**config.mk**
```make
export PLATFORM = sky130hd
export DESIGN_NAME = plcs_regs
export DESIGN_NICKNAME = d
export VERILOG_FILES = /design/src/plcs_pkg.sv /design/src/plcs_regs.sv
export SDC_FILE = /design/constraint.sdc
export NUM_CORES = 1
export LEC_CHECK = 0
export ABC_AREA = 1
export BUFFER_PORTS_ARGS = -buffer_cell sky130_fd_sc_hd__buf_2
export CAP_MARGIN = 0
export CELL_PAD_IN_SITES_DETAIL_PLACEMENT = 0
export CELL_PAD_IN_SITES_GLOBAL_PLACEMENT = 1
export CORE_UTILIZATION = 24
export CTS_CLUSTER_SIZE = 30
export DETAILED_ROUTE_END_ITERATION = 10
export GPL_ROUTABILITY_DRIVEN = 0
export MAX_ROUTING_LAYER = met4
export PLACE_DENSITY = 0.63
export REMOVE_ABC_BUFFERS = 1
export SKIP_CTS_REPAIR_TIMING = 1
export SYNTH_ARGS = -nofsm -noshare
export SYNTH_HDL_FRONTEND = slang
export SYNTH_SLANG_ARGS = --single-unit
```
**constraint.sdc**
```tcl
create_clock -name core_clk -period 2.5 [get_ports core_clk]
set_input_delay 0.25 -clock core_clk [delete_from_list [all_inputs] [get_ports core_clk]]
set_output_delay 0.25 -clock core_clk [all_outputs]
set_load 0.02 [all_outputs]
```
**src/plcs_pkg.sv**
```systemverilog
// package for the power-line slave command register bank
// assumes a byte-wide register port driven by an external i2c slave decoder
package plcs_pkg;

  // register offsets
  localparam logic [7:0] PLCS_ADDR_REFUSAL = 8'h36;
  localparam logic [7:0] PLCS_ADDR_ARG     = 8'h37;
  localparam logic [7:0] PLCS_ADDR_CMD     = 8'h38;
  localparam logic [7:0] PLCS_ADDR_RXCNT   = 8'h39;

  // refusal config and command register field positions
  localparam int PLCS_BIT_NO_FIFO   = 7;
  localparam int PLCS_BIT_NO_SEAL   = 6;
  localparam int PLCS_BIT_NO_SERIAL = 5;
  localparam int PLCS_BIT_NO_IDLE   = 4;
  localparam int PLCS_BIT_SWAP      = 0;
  localparam int PLCS_BIT_RUN       = 7;

  // reset values
  localparam logic [7:0] PLCS_RST_REFUSAL = 8'h20;
  localparam logic [7:0] PLCS_RST_ARG     = 8'h00;
  localparam logic [6:0] PLCS_RST_CODE    = 7'h00;
  localparam logic [6:0] PLCS_RST_RXCNT   = 7'h00;

  // command codes
  localparam logic [6:0] PLCS_CMD_SYSREQ  = 7'h00;
  localparam logic [6:0] PLCS_CMD_PINSET  = 7'h03;
  localparam logic [6:0] PLCS_CMD_DATAOUT = 7'h05;
  localparam logic [6:0] PLCS_CMD_SERIAL  = 7'h06;

  // system request arguments
  localparam logic [7:0] PLCS_SYS_SOFTRST = 8'h01;
  localparam logic [7:0] PLCS_SYS_GAUGE   = 8'h03;
  localparam logic [7:0] PLCS_SYS_FIFO    = 8'h04;
  localparam logic [7:0] PLCS_SYS_FREE    = 8'h05;
  localparam logic [7:0] PLCS_SYS_IDLE    = 8'h06;
  localparam logic [7:0] PLCS_SYS_SEAL    = 8'h07;

  // serial bypass arguments
  localparam logic [7:0] PLCS_SER_MANUAL  = 8'h00;
  localparam logic [7:0] PLCS_SER_C1_TX   = 8'h01;
  localparam logic [7:0] PLCS_SER_C1_RX   = 8'h02;
  localparam logic [7:0] PLCS_SER_C2_TX   = 8'h04;
  localparam logic [7:0] PLCS_SER_C2_RX   = 8'h06;
  localparam logic [7:0] PLCS_SER_C2_LOOP = 8'h07;

  // register port request
  typedef struct packed {
    logic       wr;
    logic       rd;
    logic [7:0] addr;
    logic [7:0] wdata;
  } plcs_reg_req_t;

  // command handed to the line
  typedef struct packed {
    logic [6:0] code;
    logic [7:0] arg;
  } plcs_cmd_t;

  // master request arriving on the line
  typedef struct packed {
    logic       valid;
    logic [6:0] code;
    logic [7:0] arg;
  } plcs_line_req_t;

  // serial switch setting
  typedef struct packed {
    logic       manual;
    logic       chan2;
    logic       tx_on;
    logic       rx_on;
  } plcs_serial_t;

endpackage

```
**src/plcs_regs.sv**
```systemverilog
// power-line slave command registers: refusal config, argument, trigger, rx count
// assumes a register port from an i2c slave and a line layer reporting polls,
// incoming master requests and completed data-out receptions
//
// Function
// - fifo refusal bit nacks fifo system request
// - seal refusal bit nacks seal system request
// - serial refusal bit nacks serial bypass; resets set
// - idle refusal bit nacks idle system request
// - swap bit maps outgoing mailbox for readback
// - pin argument: resistor enables high, levels low
// - data-out sends argument plus one bytes
// - serial args 0,1,2 select manual, ch1 tx/rx
// - serial args 4,6,7 select ch2 tx/rx/loop
// - system request argument codes 1,3,4,5,6,7
// - writing run bit starts held command
// - run bit reads one until sent on poll
// - command codes 0,3,5,6 defined
// - rx count reports last byte count minus one
// - rx count updates with the new-data event only
// - full flag set nacks new data-out requests
// - continuous stream resends after each command done once a data-out has been sent
`timescale 1ns/1ps

module plcs_regs
  import plcs_pkg::*;
(
  // clock and reset
  input  wire logic                     core_clk,
  input  wire logic                     rst_n,
  // register port
  input  wire plcs_pkg::plcs_reg_req_t  reg_req,
  output logic [7:0]                    reg_rdata,
  // mailbox and stream status from the bulk/mailbox logic
  input  wire logic                     buffer_full_flag,
  input  wire logic                     cont_stream,
  // line side: poll, command done, received data-out
  input  wire logic                     line_poll,
  input  wire logic                     cmd_done,
  input  wire logic                     rx_done,
  input  wire logic [6:0]               rx_count_m1,
  input  wire plcs_pkg::plcs_line_req_t line_req,
  // line side outputs
  output logic                          cmd_send,
  output plcs_pkg::plcs_cmd_t           cmd_out,
  output logic [7:0]                    send_bytes,
  output logic                          resp_valid,
  output logic                          resp_nack,
  // decoded controls
  output logic                          mailbox_readback,
  output logic [3:0]                    pin_resistor_enable,
  output logic [3:0]                    pin_output_level,
  output logic                          pin_update,
  output plcs_pkg::plcs_serial_t        serial_cfg,
  output logic                          sys_action,
  output logic [7:0]                    sys_action_code
);
  import plcs_pkg::*;

  logic          rst_s1_q;
  logic          rst_s2_q;
  logic [7:0]    refusal_q;
  logic [7:0]    arg_q;
  logic [6:0]    code_q;
  logic          run_q;
  logic [6:0]    rxcnt_q;
  logic          stream_arm_q;
  logic          wr_refusal;
  logic          wr_arg;
  logic          wr_cmd;
  logic          send_now;
  logic          nack_d;

  // reset release through two flops
  always_ff @(posedge core_clk or negedge rst_n)
  begin
    if (!rst_n)
    begin
      rst_s1_q <= 1'b0;
      rst_s2_q <= 1'b0;
    end
    else
    begin
      rst_s1_q <= 1'b1;
      rst_s2_q <= rst_s1_q;
    end
  end

  // write decode
  assign wr_refusal = reg_req.wr && (reg_req.addr == PLCS_ADDR_REFUSAL);
  assign wr_arg     = reg_req.wr && (reg_req.addr == PLCS_ADDR_ARG) && !run_q;
  assign wr_cmd     = reg_req.wr && (reg_req.addr == PLCS_ADDR_CMD);
  assign send_now   = run_q && line_poll;

  // refusal config, bits 3..1 reserved
  always_ff @(posedge core_clk or negedge rst_s2_q)
  begin
    if (!rst_s2_q)
      refusal_q <= PLCS_RST_REFUSAL;
    else if (wr_refusal)
      refusal_q <= reg_req.wdata & 8'hF1;
  end

  // command argument
  always_ff @(posedge core_clk or negedge rst_s2_q)
  begin
    if (!rst_s2_q)
      arg_q <= PLCS_RST_ARG;
    else if (wr_arg)
      arg_q <= reg_req.wdata;
  end

  // command code, frozen while a command is pending
  always_ff @(posedge core_clk or negedge rst_s2_q)
  begin
    if (!rst_s2_q)
      code_q <= PLCS_RST_CODE;
    else if (wr_cmd && !run_q)
      code_q <= reg_req.wdata[6:0];
  end

  // run trigger: set by write of one, cleared when sent; set wins
  always_ff @(posedge core_clk or negedge rst_s2_q)
  begin
    if (!rst_s2_q)
      run_q <= 1'b0;
    else if (wr_cmd && reg_req.wdata[PLCS_BIT_RUN])
      run_q <= 1'b1;
    else if (stream_arm_q && cmd_done && cont_stream)
      run_q <= 1'b1;
    else if (send_now)
      run_q <= 1'b0;
  end

  // continuous stream: armed by a data-out send
  always_ff @(posedge core_clk or negedge rst_s2_q)
  begin
    if (!rst_s2_q)
      stream_arm_q <= 1'b0;
    else if (!cont_stream)
      stream_arm_q <= 1'b0;
    else if (send_now && code_q == PLCS_CMD_DATAOUT)
      stream_arm_q <= 1'b1;
  end

  // received byte count, updated with the new-data event
  always_ff @(posedge core_clk or negedge rst_s2_q)
  begin
    if (!rst_s2_q)
      rxcnt_q <= PLCS_RST_RXCNT;
    else if (rx_done)
      rxcnt_q <= rx_count_m1;
  end

  // command out to the line on poll
  always_ff @(posedge core_clk or negedge rst_s2_q)
  begin
    if (!rst_s2_q)
    begin
      cmd_send   <= 1'b0;
      cmd_out    <= '0;
      send_bytes <= 8'h00;
    end
    else
    begin
      cmd_send <= send_now;
      if (send_now)
      begin
        cmd_out.code <= code_q;
        cmd_out.arg  <= arg_q;
        send_bytes   <= (code_q == PLCS_CMD_DATAOUT) ? 8'(arg_q + 8'h01) : 8'h00;
      end
    end
  end

  // acceptance decision for master requests
  always_comb
  begin
    nack_d = 1'b0;
    case (line_req.code)
      PLCS_CMD_SYSREQ:
      begin
        if (line_req.arg == PLCS_SYS_FIFO && refusal_q[PLCS_BIT_NO_FIFO])
          nack_d = 1'b1;
        if (line_req.arg == PLCS_SYS_SEAL && refusal_q[PLCS_BIT_NO_SEAL])
          nack_d = 1'b1;
        if (line_req.arg == PLCS_SYS_IDLE && refusal_q[PLCS_BIT_NO_IDLE])
          nack_d = 1'b1;
      end
      PLCS_CMD_SERIAL:  nack_d = refusal_q[PLCS_BIT_NO_SERIAL];
      PLCS_CMD_DATAOUT: nack_d = buffer_full_flag;
      default:          nack_d = 1'b0;
    endcase
  end

  // response to master requests
  always_ff @(posedge core_clk or negedge rst_s2_q)
  begin
    if (!rst_s2_q)
    begin
      resp_valid <= 1'b0;
      resp_nack  <= 1'b0;
    end
    else
    begin
      resp_valid <= line_req.valid;
      resp_nack  <= line_req.valid && nack_d;
    end
  end

  // decode of accepted master requests into actions
  always_ff @(posedge core_clk or negedge rst_s2_q)
  begin
    if (!rst_s2_q)
    begin
      pin_resistor_enable <= 4'h0;
      pin_output_level    <= 4'h0;
      pin_update          <= 1'b0;
      serial_cfg          <= '{manual: 1'b1, default: 1'b0};
      sys_action          <= 1'b0;
      sys_action_code     <= 8'h00;
    end
    else
    begin
      pin_update <= 1'b0;
      sys_action <= 1'b0;
      if (line_req.valid && !nack_d)
      begin
        case (line_req.code)
          PLCS_CMD_PINSET:
          begin
            pin_resistor_enable <= line_req.arg[7:4];
            pin_output_level    <= line_req.arg[3:0];
            pin_update          <= 1'b1;
          end
          PLCS_CMD_SERIAL:
          begin
            case (line_req.arg)
              PLCS_SER_C1_TX:   serial_cfg <= '{manual: 1'b0, chan2: 1'b0, tx_on: 1'b0, rx_on: 1'b1};
              PLCS_SER_C1_RX:   serial_cfg <= '{manual: 1'b0, chan2: 1'b0, tx_on: 1'b1, rx_on: 1'b0};
              PLCS_SER_C2_TX:   serial_cfg <= '{manual: 1'b0, chan2: 1'b1, tx_on: 1'b0, rx_on: 1'b1};
              PLCS_SER_C2_RX:   serial_cfg <= '{manual: 1'b0, chan2: 1'b1, tx_on: 1'b1, rx_on: 1'b0};
              PLCS_SER_C2_LOOP: serial_cfg <= '{manual: 1'b0, chan2: 1'b1, tx_on: 1'b1, rx_on: 1'b1};
              default:          serial_cfg <= '{manual: 1'b1, default: 1'b0};
            endcase
          end
          PLCS_CMD_SYSREQ:
          begin
            sys_action      <= 1'b1;
            sys_action_code <= line_req.arg;
          end
          default:
          begin
            pin_update <= 1'b0;
          end
        endcase
      end
    end
  end

  // readback and mailbox swap
  always_ff @(posedge core_clk or negedge rst_s2_q)
  begin
    if (!rst_s2_q)
    begin
      reg_rdata        <= 8'h00;
      mailbox_readback <= 1'b0;
    end
    else
    begin
      mailbox_readback <= refusal_q[PLCS_BIT_SWAP];
      if (reg_req.rd)
      begin
        case (reg_req.addr)
          PLCS_ADDR_REFUSAL: reg_rdata <= refusal_q;
          PLCS_ADDR_ARG:     reg_rdata <= arg_q;
          PLCS_ADDR_CMD:     reg_rdata <= {run_q, code_q};
          PLCS_ADDR_RXCNT:   reg_rdata <= {1'b0, rxcnt_q};
          default:           reg_rdata <= 8'h00;
        endcase
      end
    end
  end

  // checks
  chk_run_poll_clear: assert property (@(posedge core_clk) disable iff (!rst_s2_q)
    (run_q && line_poll && !wr_cmd && !cmd_done) |=> !run_q && cmd_send)
    else $error("run bit not cleared after poll send");
  chk_run_write_set: assert property (@(posedge core_clk) disable iff (!rst_s2_q)
    (wr_cmd && reg_req.wdata[7]) |=> run_q)
    else $error("run bit not set by write");
  chk_zero_write_noop: assert property (@(posedge core_clk) disable iff (!rst_s2_q)
    (!run_q && !(wr_cmd && reg_req.wdata[7]) && !(stream_arm_q && cmd_done && cont_stream)) |=> !run_q)
    else $error("run bit set without trigger");
  chk_pending_code_held: assert property (@(posedge core_clk) disable iff (!rst_s2_q)
    run_q |=> $stable(code_q) && $stable(arg_q))
    else $error("pending command changed");
  chk_full_nacks_dout: assert property (@(posedge core_clk) disable iff (!rst_s2_q)
    (line_req.valid && line_req.code == 7'h05 && buffer_full_flag) |=> resp_valid && resp_nack)
    else $error("data-out not refused while full");
  chk_serial_refused: assert property (@(posedge core_clk) disable iff (!rst_s2_q)
    (line_req.valid && line_req.code == 7'h06) |=> resp_nack == $past(refusal_q[5]))
    else $error("serial refusal mismatch");
  chk_fifo_refused: assert property (@(posedge core_clk) disable iff (!rst_s2_q)
    (line_req.valid && line_req.code == 7'h00 && line_req.arg == 8'h04) |=> resp_nack == $past(refusal_q[7]))
    else $error("fifo refusal mismatch");
  chk_idle_refused: assert property (@(posedge core_clk) disable iff (!rst_s2_q)
    (line_req.valid && line_req.code == 7'h00 && line_req.arg == 8'h06) |=> resp_nack == $past(refusal_q[4]))
    else $error("idle refusal mismatch");
  chk_seal_refused: assert property (@(posedge core_clk) disable iff (!rst_s2_q)
    (line_req.valid && line_req.code == 7'h00 && line_req.arg == 8'h07) |=> resp_nack == $past(refusal_q[6]))
    else $error("seal refusal mismatch");
  chk_rxcnt_update: assert property (@(posedge core_clk) disable iff (!rst_s2_q)
    rx_done |=> rxcnt_q == $past(rx_count_m1))
    else $error("rx count not updated");
  chk_dout_bytes: assert property (@(posedge core_clk) disable iff (!rst_s2_q)
    (send_now && code_q == 7'h05) |=> send_bytes == 8'($past(arg_q) + 8'h01))
    else $error("data-out byte count wrong");

  cov_cmd_sent: cover property (@(posedge core_clk) disable iff (!rst_s2_q) wr_cmd ##[1:20] cmd_send);
  cov_dout_nack: cover property (@(posedge core_clk) disable iff (!rst_s2_q) resp_valid && resp_nack);
  cov_stream: cover property (@(posedge core_clk) disable iff (!rst_s2_q) stream_arm_q && cmd_done && cont_stream);

endmodule // plcs_regs

```
==> impl_metrics.json, run 1 <==
{
  "ys_ff_latch": 88,
  "synth.area.mux_share": 0.0197,
  "grt_max_degree": 54,
  "grt_pass1_vias": 3290,
  "ys_async_sr_fraction": 1.00,
  "h-tree-depth": 3,
  "grt_pass1_wl_um": 17200,
  "run_status": "stopped before the end",
  "ioPinCount": 105,
  "clock-root-buffer": "clkbuf_16",
  "die_x_um": 131,
  "synth-edff-count": 0,
  "initial_utilization": 0.249,
  "yosysSeqAreaShare": 0.550,
  "antenna_found_initial": 0,
  "synth.top_cells.by_area": "dfrtp_1, nand2_1, o21ai_0, inv_1, nand4_1",
  "synth.largest_area_cell": "dfrtp_1",
  "grt.overflow.total": 0,
  "synth_xor_area_frac": 0.00655,
  "synthFlopType": "dfrtp_1",
  "synth-simple-area-share": 0.247,
  "cts_inserted_buffers": 9,
  "cts.sinks": 88,
  "ys_types": 41,
  "syn_area_um2": 4010,
  "yosysTopAreaCellShare": 0.537,
  "synthAdderAreaFrac": 0.00312,
  "hpwlAfterDp_um": 8040,
  "stop_stage": "detailed routing (5_2_route)",
  "die_height_um": 131,
  "synth_compound_area_frac": 0.109,
  "ys_warn_count": 0,
  "syn_area_per_cell_um2": 9.24,
  "synth_top_family_by_area": "simple AND/OR/NAND/NOR gates",
  "syn_inst": 434,
  "port_buffers": 104,
  "grt_usage": 0.133,
  "firstError": "[ERROR DRT-0255] Maze Route cannot find path of net core_clk in worker of routeBox ( 96600 0 ) ( 131260 48300 ).",
  "clock_path_buffers": 2,
  "rows": 46
}
[metal layers]
| metal | global-route usage |
|---|---|
| met1 | 0.164 |
| met2 | 0.212 |
| met3 | 0.0428 |
| met4 | 0.0271 |
| met5 | - |
[cells in the mapped netlist (2+ instances only)]
cell and n:
clkbuf_1 6, mux2_2 7, nor3_2 2, dfrtp_1 86
nand3_2 2, nor3_4 4, nand2_2 2, o21ai_2 10
a21oi_2 2, nor3_1 3, inv_2 4, buf_2 2
a21oi_1 5, nor2_2 3, nand2_1 135, xnor2_1 2
nand4_4 2, nand4_1 15, dfstp_2 2, nand3_1 7
o21ai_0 38, inv_1 46, buf_6 2, o21ai_1 12
nor2_1 17, nand3_4 3
[metrics by stage]
step / setup WS (ps) / TNS [ps] / instance area [um2] / hold slack (ps) / cells
CTS: 906 / 0 / 5060 / -335 / 759
floorplan: -129 / -10840 / 3940 / -45.6 / 422
global placement: 778 / 0 / 4770 / 37.4 / 744
global route: 781 / 0 / 5070 / 116 / 760
detailed placement: 765 / 0 / 4770 / 37.4 / 744
[cells by family after synthesis]
kind of cell	after synthesis
DFF	88
buffers and inverters	62
muxes	7
adders and majority gates	1
xor gates and xnor gates	3
and+or+nand+nor	199
AOI/OAI and AO/OA	73
other	1
==> run 2, diff against run 1 <==
- CELL_PAD_IN_SITES_DETAIL_PLACEMENT: 0 -> not set
- CELL_PAD_IN_SITES_GLOBAL_PLACEMENT: 1 -> not set
- CORE_UTILIZATION: 24 -> 20
- CTS_CLUSTER_SIZE: 30 -> not set
- MAX_ROUTING_LAYER: met4 -> not set
- PLACE_DENSITY: 0.63 -> not set
- PLACE_DENSITY_LB_ADDON: not set -> 0.15
- clock period: 2.5 -> 3.2 ns (I/O delays scaled with it)
==> impl_metrics.json, run 2 <==
{
  "run_status": "finished clean",
  "crit_path_cell_trace": "nand2_1 -> buf_4 -> inv_1 -> nand2_1 -> inv_1 -> a22o_1",
  "cp-start-kind": "register",
  "yosysSeqAreaShare": 0.550,
  "cts_tree": "done",
  "p_switching_uw": 639,
  "clkTransAtPathRegs_ps": 70,
  "tightest_slew_ps": 551,
  "h-tree-depth": 3,
  "critical_path_arrival_ps": 1860,
  "grt_usage": 0.118,
  "swShare": 0.263,
  "reg2reg_setup_slack_ps": 1570,
  "mostFrequentLayoutCells": "nand2_1, buf_2, dfrtp_1, inv_1, o21ai_0",
  "hpwlAfterDp_um": 8880,
  "syn_area_um2": 4010,
  "fin_crit_sh": 0.511,
  "die_x_um": 144,
  "ys_ff_latch": 88,
  "wl_per_cell_um": 13.9,
  "leakagePower_uw": 0.00262,
  "vias": 3229,
  "finalSetupViolations": 0,
  "drv_cap": 0,
  "fin_tns_setup_ps": 0,
  "antenna_found_initial": 0,
  "holdPathEnd": "run_q",
  "fmax_mhz": 612,
  "ys_types": 41,
  "hold_class": "in -> reg",
  "ys_warn_count": 0,
  "peakVddDrop_v": 0.000258,
  "synth-edff-count": 0,
  "core_area_um2": 19600,
  "fin_crit_ps": 1630,
  "yosys-top-cells-count": "nand2_1, dfrtp_1, inv_1",
  "dieArea_um2": 20600,
  "fin_cells": 811,
  "synth.largest_area_cell": "dfrtp_1",
  "wirelength_um": 11300,
  "rows": 51,
  "crit_path_max_incr_delay_ps": 380,
  "final_common_cell": "nand2_1",
  "min_from": "line_poll",
  "slew_headroom": 0.633,
  "skew_ps": 10.1,
  "route.detailed.drc": 0,
  "combPwrFrac": 0.088,
  "grt_max_degree": 37,
  "drt_iter0_markers": 137,
  "p_per_area_nw_per_um2": 475,
  "rr_startpoint": "run_q",
  "clock-root-buffer": "clkbuf_16",
  "clock_path_buffers": 2,
  "synthFlopType": "dfrtp_1",
  "largest_reg_flops": 15,
  "hold_violations": 0,
  "ff2ff_path_depth": 6,
  "clkLatencyLatePin_ps": 340,
  "syn_area_per_cell_um2": 9.24,
  "antenna_left": 0,
  "critPathMaxFanout": 36,
  "ys_async_sr_fraction": 1.00,
  "dp_cells": 794,
  "slew_violations": 0,
  "yosysTopAreaCellShare": 0.537,
  "p_int_uw": 1790,
  "grt.overflow.total": 0,
  "area_growth_pct": 27.5,
  "antenna_cells": 0,
  "die_height_um": 144,
  "cts.sinks": 88,
  "crit_type": "reg -> reg",
  "hold_depth": 2,
  "port_buffers": 104,
  "fin_area_um2": 5110,
  "nNetsFinal": 590,
  "clkPwrFrac": 0.417,
  "synth.most_common_cell": "nand2_1",
  "timing.rr.end": "send_bytes[1]",
  "cp.required_ps": 3430,
  "critPathSlowestCell": "dfrtp_1",
  "grt_pass1_vias": 3343,
  "syn_inst": 434,
  "regMostFlops": "cmd_out",
  "initial_utilization": 0.205,
  "drive_gt1_frac": 0.311,
  "placed_cell_area_um2": 4820,
  "cts_inserted_buffers": 9,
  "drt_first_pass_iters": 4,
  "ioPinCount": 105,
  "synth.top_cells.by_area": "dfrtp_1, nand2_1, o21ai_0, inv_1, nand4_1",
  "pwr-share-seq": 0.495,
  "rsz0062_at_grt": "no",
  "grt_pass1_wl_um": 18200,
  "via_per_inst": 3.98,
  "end_kind": "register"
}
## run 2: stage by stage
| step | total power, uW | utilization | hold slack, ps | worst slack (ps) |
|---|---|---|---|---|
| floorplan | 1330 | - | 24.4 | 571 |
| global placement | 1440 | 0.246 | 105 | 1370 |
| detailed placement | 1440 | 0.246 | 109 | 1390 |
| CTS | 2480 | 0.260 | -272 | 1520 |
| global route | 2540 | 0.261 | 194 | 1370 |
| finish | 2430 | 0.261 | 194 | 1570 |
## run 2: critical path: cells and delay by family (launching register included)
family	cells	cell delay, ps
and+or+nand+nor	2	270
buffers and inverters	3	640
AOI/OAI and AO/OA	1	210
DFF	1	380
## run 2: worst max-delay path by stage
stage / start / end / depth (start not counted)
after detailed placement: reg_req[15] / arg_q[7] / 7
final: run_q / send_bytes[1] / 6
after global routing: run_q / send_bytes[1] / 6
after global placement: reg_req[15] / arg_q[7] / 7
after floorplan: rst_s2_q / arg_q[0] / 0
after CTS: run_q / send_bytes[1] / 6
## run 2: layout make-up
| class | instances | area (um2) |
|---|---|---|
| clock buffers | 10 | 239 |
| clock inverters | 6 | 41.3 |
| fillers | 2176 | 14500 |
| inverters | 50 | 188 |
| multi-input cells | 284 | 1550 |
| flip-flops and latches | 88 | 2210 |
| well taps | 265 | 332 |
| repair buffers | 108 | 553 |
## run 2: cells by family (layout without fill, tap and decap cells)
group | after synthesis | after routing | share of synthesized area
AO/OA/AOI/OAI | 73 | 73 | 0.109
AND/OR/NAND/NOR | 199 | 199 | 0.247
multiplexers | 7 | 7 | 0.0197
adder cells (fa/ha/maj) | 1 | 1 | 0.00312
flip-flops | 88 | 88 | 0.550
XOR/XNOR | 3 | 3 | 0.00655
other | 1 | 1 | 0.000935
buffers and inverters | 62 | 174 | 0.0633
## run 2: per-layer routing
layer  GRT usage  part of all wire  vias to the layer above
li1            -                 -                     1612
met1       0.150              0.46                     1527
met2       0.198              0.48                       78
met3      0.0287             0.047                       12
met4      0.0319             0.011                        0
met5           0                 0                        -
## run 2: power groups by stage
stage | clock network, uW | logic, uW | registers, uW
6_report | 1010 | 212 | 1200
5_1_grt | 1090 | 241 | 1210
4_1_cts | 1060 | 217 | 1200
3_5_place_dp | 0 | 216 | 1220
3_3_place_gp | 0 | 213 | 1220
2_1_floorplan | 0 | 81.0 | 1250
(Power assumes the default switching activity.)
==> run 3, diff against run 2 <==
- clock period: 3.2 -> 1.7 ns (I/O delays scaled with it)
==> impl_metrics.json, run 3 (synthesis results as in run 2) <==
{
  "cts_tree": "done",
  "p_switching_uw": 1190,
  "mostFrequentLayoutCells": "nand2_1, buf_2, dfrtp_1, inv_1, o21ai_0",
  "pwr-share-seq": 0.489,
  "initial_utilization": 0.205,
  "p_int_uw": 3420,
  "fin_crit_sh": 0.924,
  "via_per_inst": 4.00,
  "die_x_um": 144,
  "clock-root-buffer": "clkbuf_16",
  "grt_usage": 0.118,
  "cp.required_ps": 1940,
  "final_common_cell": "nand2_1",
  "crit_type": "reg -> reg",
  "clkPwrFrac": 0.421,
  "ioPinCount": 105,
  "min_from": "line_poll",
  "rr_startpoint": "refusal_q[5]",
  "grt_pass1_wl_um": 17800,
  "regMostFlops": "cmd_out",
  "rows": 51,
  "grt_max_degree": 36,
  "antenna_cells": 0,
  "end_kind": "register",
  "critPathSlowestCell": "dfstp_2",
  "cp-start-kind": "register",
  "clock_path_buffers": 2,
  "grt_pass1_vias": 3262,
  "finalSetupViolations": 0,
  "dieArea_um2": 20600,
  "antenna_left": 0,
  "clkTransAtPathRegs_ps": 70,
  "combPwrFrac": 0.090,
  "wirelength_um": 11300,
  "dp_cells": 800,
  "area_growth_pct": 29.5,
  "h-tree-depth": 3,
  "drt_first_pass_iters": 4,
  "grt.overflow.total": 0,
  "cts_inserted_buffers": 9,
  "slew_violations": 0,
  "drv_cap": 0,
  "core_area_um2": 19600,
  "wl_per_cell_um": 13.9,
  "reg2reg_setup_slack_ps": 130,
  "hpwlAfterDp_um": 8760,
  "p_per_area_nw_per_um2": 886,
  "swShare": 0.258,
  "vias": 3270,
  "rsz0062_at_grt": "no",
  "run_status": "finished clean",
  "clkLatencyLatePin_ps": 350,
  "critPathMaxFanout": 13,
  "die_height_um": 144,
  "drt_iter0_markers": 103,
  "drive_gt1_frac": 0.315,
  "critPathLaunch": "refusal_q[5]",
  "critical_path_arrival_ps": 1810,
  "route.detailed.drc": 0,
  "antenna_found_initial": 0,
  "fmax_mhz": 636,
  "hold_class": "in -> reg",
  "cts.sinks": 88,
  "largest_reg_flops": 15,
  "nNetsFinal": 596,
  "fin_crit_ps": 1570,
  "utilization": 0.265,
  "crit_path_max_incr_delay_ps": 520,
  "hold_violations": 0,
  "leakagePower_uw": 0.00265,
  "crit_path_cell_trace": "inv_1 -> o22ai_4 -> nand3_4 -> nand4_4 -> inv_1 -> nand2_1 -> nand2_1",
  "peakVddDrop_v": 0.000477,
  "port_buffers": 104,
  "skew_ps": 9.07,
  "fin_cells": 817
}
-- run 3: final timing paths --
check	end	cells past startpoint
worst min-delay path	run_q	2
worst max register to register	sys_action_code[5]	7
worst min register to register	send_bytes[1]	0
max in group asynchronous	serial_cfg[3]	1
worst max-delay path	sys_action_code[5]	7
min in group asynchronous	rst_s2_q	2
-- run 3: routing by layer --
metal / part of all wire / global-route usage
met1: 0.45 / 0.149
met2: 0.48 / 0.191
met5: 0 / 0
met3: 0.050 / 0.0317
met4: 0.017 / 0.0437
-- run 3: final cells by class --
| type | instances | area (um2) |
|---|---|---|
| inverter | 50 | 188 |
| clock buffer | 13 | 260 |
| clock inverter | 3 | 25.0 |
| timing repair buffer | 114 | 623 |
| sequential | 88 | 2210 |
| multi-input combinational | 284 | 1560 |
| tap | 265 | 332 |
| fill | 2181 | 14400 |
-- run 3: worst max-delay path: cells and delay by family, from the launching register on --
kind	cells	cell delay [ps]
buffers and inverters	2	220
AO/OA/AOI/OAI	1	230
flip-flops	1	520
AND/OR/NAND/NOR	4	490
-- run 3: through the flow --
stage               hold WS [ps]  setup WS, ps  setup TNS (ps)  area, um2  power [uW]
finish                      31.1           128               0       5190        4600
global route                22.2          34.8               0       5190        4850
CTS                         -424          75.5               0       5180        4710
detailed placement         -39.3          30.1               0       4890        2720
global placement           -40.8          31.5               0       4890        2710
floorplan                   -126          -929          -78690       3940        2500
-- run 3: power by group through the flow --
stage | Combinational (uW) | Clock, uW | Sequential (uW)
after floorplan | 152 | 0 | 2350
after global placement | 419 | 0 | 2290
after detailed placement | 421 | 0 | 2290
after CTS | 422 | 2040 | 2250
after global routing | 462 | 2120 | 2270
final | 414 | 1940 | 2250
